## src/rtl/region_check_pkg.sv

```systemverilog
// What this block does
// - Region attribute bits decide each access
// - Missing permission signals a permission fault
// - Permission 000 denies and faults everything
// - Permission 001 privileged only, unprivileged faults
// - Permission 010 faults unprivileged writes only
// - Permission 011 full access; 100 reserved
// - Permission 101 privileged reads only
// - Permission 110/111 read only for all
// - Type 000/010 low codes decode ordered/device
// - Shareable bit ignored for ordered/device/reserved
// - Type 000 cacheable is write-through normal
// - Type 001 write-back, non-cacheable or reserved
// - Type 1BB cached normal, outer/inner policy
// - Policy codes: nc, wb-alloc, wt, wb
// - Type 010 other codes are reserved
// - Cache attributes decoded, no behaviour change
// - Violation raises memory management fault
// - Fault cause recorded in status register
// - Highest-numbered matching region wins
// - Disabled subregion falls through or faults
package region_check_pkg;

  localparam int NUM_REGIONS = 8;
  localparam int REGION_IDX_W = 3;
  localparam int ADDR_W = 32;
  localparam int SIZE_W = 5;
  localparam int SRD_W = 8;

  // ************************************************************
  // Access permission codes
  // ************************************************************
  localparam logic [2:0] AP_NONE = 3'h0;
  localparam logic [2:0] AP_PRIV_RW = 3'h1;
  localparam logic [2:0] AP_USER_RO = 3'h2;
  localparam logic [2:0] AP_FULL = 3'h3;
  localparam logic [2:0] AP_RSVD = 3'h4;
  localparam logic [2:0] AP_PRIV_RO = 3'h5;
  localparam logic [2:0] AP_RO_A = 3'h6;
  localparam logic [2:0] AP_RO_B = 3'h7;

  // ************************************************************
  // Memory type and policy codes
  // ************************************************************
  localparam logic [1:0] MT_ORDERED = 2'h0;
  localparam logic [1:0] MT_DEVICE = 2'h1;
  localparam logic [1:0] MT_NORMAL = 2'h2;
  localparam logic [1:0] MT_RSVD = 2'h3;

  localparam logic [1:0] POL_NC = 2'h0;
  localparam logic [1:0] POL_WB_ALLOC = 2'h1;
  localparam logic [1:0] POL_WT = 2'h2;
  localparam logic [1:0] POL_WB = 2'h3;

  localparam logic [2:0] TEX_ZERO = 3'h0;
  localparam logic [2:0] TEX_ONE = 3'h1;
  localparam logic [2:0] TEX_TWO = 3'h2;

  // ************************************************************
  // Fault status, fault address and control registers
  // ************************************************************
  localparam logic [3:0] ADDR_FSTAT = 4'h0;
  localparam logic [3:0] ADDR_FADDR = 4'h1;
  localparam logic [3:0] ADDR_CTRL = 4'h2;
  localparam int FS_IACC = 0;
  localparam int FS_DACC = 1;
  localparam int FS_NOREG = 2;
  localparam int FS_XN = 3;
  localparam int FS_VALID = 7;
  localparam logic [7:0] FSTAT_RESET = 8'h00;
  localparam logic [31:0] FADDR_RESET = 32'h0000_0000;
  localparam logic CTRL_RESET = 1'b0;

endpackage

```

## src/rtl/region_attr_decode.sv

```systemverilog
`timescale 1ns/1ns
module region_attr_decode (
  // Attribute fields
  input  wire logic [2:0] type_extension_field_in,
  input  wire logic       shareable_in,
  input  wire logic       cacheable_in,
  input  wire logic       bufferable_in,
  // Decoded attributes
  output logic [1:0]      mem_type_out,
  output logic            shared_out,
  output logic [1:0]      outer_pol_out,
  output logic [1:0]      inner_pol_out
);

  always_comb begin
    mem_type_out = region_check_pkg::MT_RSVD;
    shared_out = 1'b0;
    outer_pol_out = region_check_pkg::POL_NC;
    inner_pol_out = region_check_pkg::POL_NC;
    if (type_extension_field_in[2]) begin
      mem_type_out = region_check_pkg::MT_NORMAL;
      shared_out = shareable_in;
      outer_pol_out = type_extension_field_in[1:0];
      inner_pol_out = {cacheable_in, bufferable_in};
    end else begin
      case (type_extension_field_in)
        region_check_pkg::TEX_ZERO: begin
          if (!cacheable_in) begin
            // Shareable bit ignored here
            mem_type_out = bufferable_in ? region_check_pkg::MT_DEVICE
                                         : region_check_pkg::MT_ORDERED;
            shared_out = 1'b1;
          end else begin
            mem_type_out = region_check_pkg::MT_NORMAL;
            shared_out = shareable_in;
            outer_pol_out = region_check_pkg::POL_WT;
            inner_pol_out = region_check_pkg::POL_WT;
          end
        end
        region_check_pkg::TEX_ONE: begin
          if (cacheable_in == bufferable_in) begin
            mem_type_out = region_check_pkg::MT_NORMAL;
            shared_out = shareable_in;
            outer_pol_out = cacheable_in ? region_check_pkg::POL_WB_ALLOC
                                         : region_check_pkg::POL_NC;
            inner_pol_out = outer_pol_out;
          end
        end
        region_check_pkg::TEX_TWO: begin
          if (!cacheable_in && !bufferable_in) begin
            mem_type_out = region_check_pkg::MT_DEVICE;
          end
          // Remaining codes stay reserved
        end
        default: begin
          mem_type_out = region_check_pkg::MT_RSVD;
        end
      endcase
    end
  end

endmodule

```

## config.mk

```make
export PLATFORM = sky130hd
export DESIGN_NAME = region_attr_decode
export DESIGN_NICKNAME = d
export VERILOG_FILES = /design/src/rtl/region_check_pkg.sv /design/src/rtl/region_attr_decode.sv
export SDC_FILE = /design/constraint.sdc
export NUM_CORES = 1
export LEC_CHECK = 0
export BUFFER_PORTS_ARGS = -buffer_cell sky130_fd_sc_hd__buf_4
export CAP_MARGIN = 25
export CORE_AREA = 10 10 47 49
export DETAILED_ROUTE_END_ITERATION = 7
export DIE_AREA = 0 0 57 59
export PLACE_DENSITY = 0.43
export SLEW_MARGIN = 0
export SYNTH_ARGS = -nofsm -noshare
export SYNTH_HDL_FRONTEND = slang
export SYNTH_SLANG_ARGS = --single-unit
```

## constraint.sdc

```tcl
create_clock -name vclk -period 1.4
set_input_delay 0.28 -clock vclk [all_inputs]
set_output_delay 0.28 -clock vclk [all_outputs]
set_load 0.01 [all_outputs]
```

==> metrics <==
endpoints failing hold 0; # rows 14; port buffer count 13; min-delay worst type input pin to output pin; Clock Buffer Count 0; DRC Markers 0; CP Launch Type input pin; maxcap violations 0; fillers between 150 and 200; dpl ws -58.2 ps; FF/Latch Area 0 um^2; hold_buf cts 0; Iter 0 DRT Violations 0; Die Ht ~59 um; Hold Startpoint type_extension_field_in[0]; Critical path origin bufferable_in; vias in the first global route around 230; share of layout cells above drive strength 1 ~58%; setup TNS 0 ps; WP data required about 1100 ps; critical setup path kind input pin to output pin; post-CTS setup buffer count 0; antenna fix cells 0; Area Growth Syn to Fin 93.5%; design area approximately 340 um^2; final setup margin about 23 ps; Detailed Routing Iterations Pass 1 1; Wirelength per Cell 10.9 um; total number of vias slightly above 200; sequential cell count 0; Final ANT Viol Nets 0; Period Utilization, post-route between 90% and 100%; first-pass GRT wire length 938 um; Lkg Pwr between 0.15 and 0.2 nW; gr usage total approximately 3.2%; Final Critical Period approximately 1400 ps; drt total wl around 590 um; Finished Core Util approximately a quarter; syn avg cell area around 7.6 um^2; Yosys Warn Count 0; Final setup viols 0; Max VDD drop 0.0649 mV; Final GP Congestion 0.621; Worst Tran Pin Value about 200 ps; initial antenna violation count 0; sequential fraction of the synthesis area 0%; CP endpoint kind output pin; Fmax 726 MHz; Critical Path Fanout Max 4; worst hold margin just under 900 ps; # IOs 13; Post-Syn Instances 23; commonest non-fill, non-tap cell in the layout buf_4; Max-slew headroom about 86%; grt ovf 0; count of pins over their slew limit 0; core region area approximately 1400 um^2; Pwr per Cell Area 306 nW/um^2; Arrival @ worst endpoint 1100 ps; # nets final 49; RSZ-0062 raised after global routing false; Cell Area, Synth ~170 um^2; number of library cell types mapped by synthesis 16; run status completed; largest net degree at the start of global routing 11; Mapped Nets 32; Initial Util 12.4%; dpl cell area between 300 and 400 um^2; DR vias/cell between 3 and 4; die width roughly 57 um; commonest non-fill, non-tap cells in the layout 13 x buf_4, 3 x buf_6; Die ar. roughly 3400 um^2
[power by group]
group | total (W) | switching, W | internal [W]
sequential | 0 | 0 | 0
clock | 0 | 0 | 0
combinational | 0.000103 | 0.0000447 | 0.0000585
total | 0.000103 | 0.0000447 | 0.0000585
[routing by layer]
layer  global-route usage, %  part of all wire [%]
met1                    3.20                    44
met3                    1.07                    11
met2                    6.36                    45
met5                       0                     0
met4                       0                     0
[kinds of logic (layout without fill, tap and decap cells)]
kind of cell             after synthesis  in the layout  synth area share [%]
adder cells (fa/ha/maj)                3              3                  21.6
AO/OA/AOI/OAI                          8              8                  38.1
buffers and inverters                  4             19                  12.9
multiplexers                           1              1                  5.76
AND/OR/NAND/NOR                        7              7                  21.6
[worst paths after layout]
check | end | slack (ps) | depth (start not counted)
setup / recovery | shared_out | 20 | 6
hold / removal | outer_pol_out[1] | 890 | 3
[critical path: stages]
cell and delay, ps:
buf_6 90, inv_4 30, ha_4 250, nor3b_2 40
a221o_1 270, buf_6 130
[Yosys cell counts]
cell / count / share of area [%]
o211ai_1: 1 / 4.3
mux2i_1: 1 / 5.8
nand2b_1: 1 / 3.6
a22o_2: 1 / 5.8
nor2_1: 2 / 4.3
nand2_1: 1 / 2.2
a221o_1: 1 / 5.8
inv_1: 3 / 6.5
buf_6: 1 / 6.5
nor3b_1: 1 / 4.3
a21oi_1: 1 / 2.9
o31ai_1: 1 / 4.3
ha_1: 3 / 22
nor2b_1: 2 / 7.2
o21a_1: 2 / 8.6
o21bai_2: 1 / 6.5
[layout make-up]
class / count / area [um^2] / share of cell area (%)
well taps: 16 / 20.0 / 5.95
repair buffers: 16 / 131 / 39.0
inverters: 3 / 16.3 / 4.83
multi-input cells: 19 / 169 / 50.2
[per-stage QoR]
stage	instances	total power, W
6_report	54	0.000103
2_1_floorplan	23	0.0000425
3_5_place_dp	54	0.0000936
5_1_grt	54	0.000114
4_1_cts	54	0.000103
3_3_place_gp	54	0.0000930
[repair_timing]
action                                  in CTS  in global routing
gates cloned                                 0                  0
resized for setup                            6                  3
endpoints found under the setup margin       1                  1
pin swaps                                    0                  1
Power figures use the tool's default switching activity.
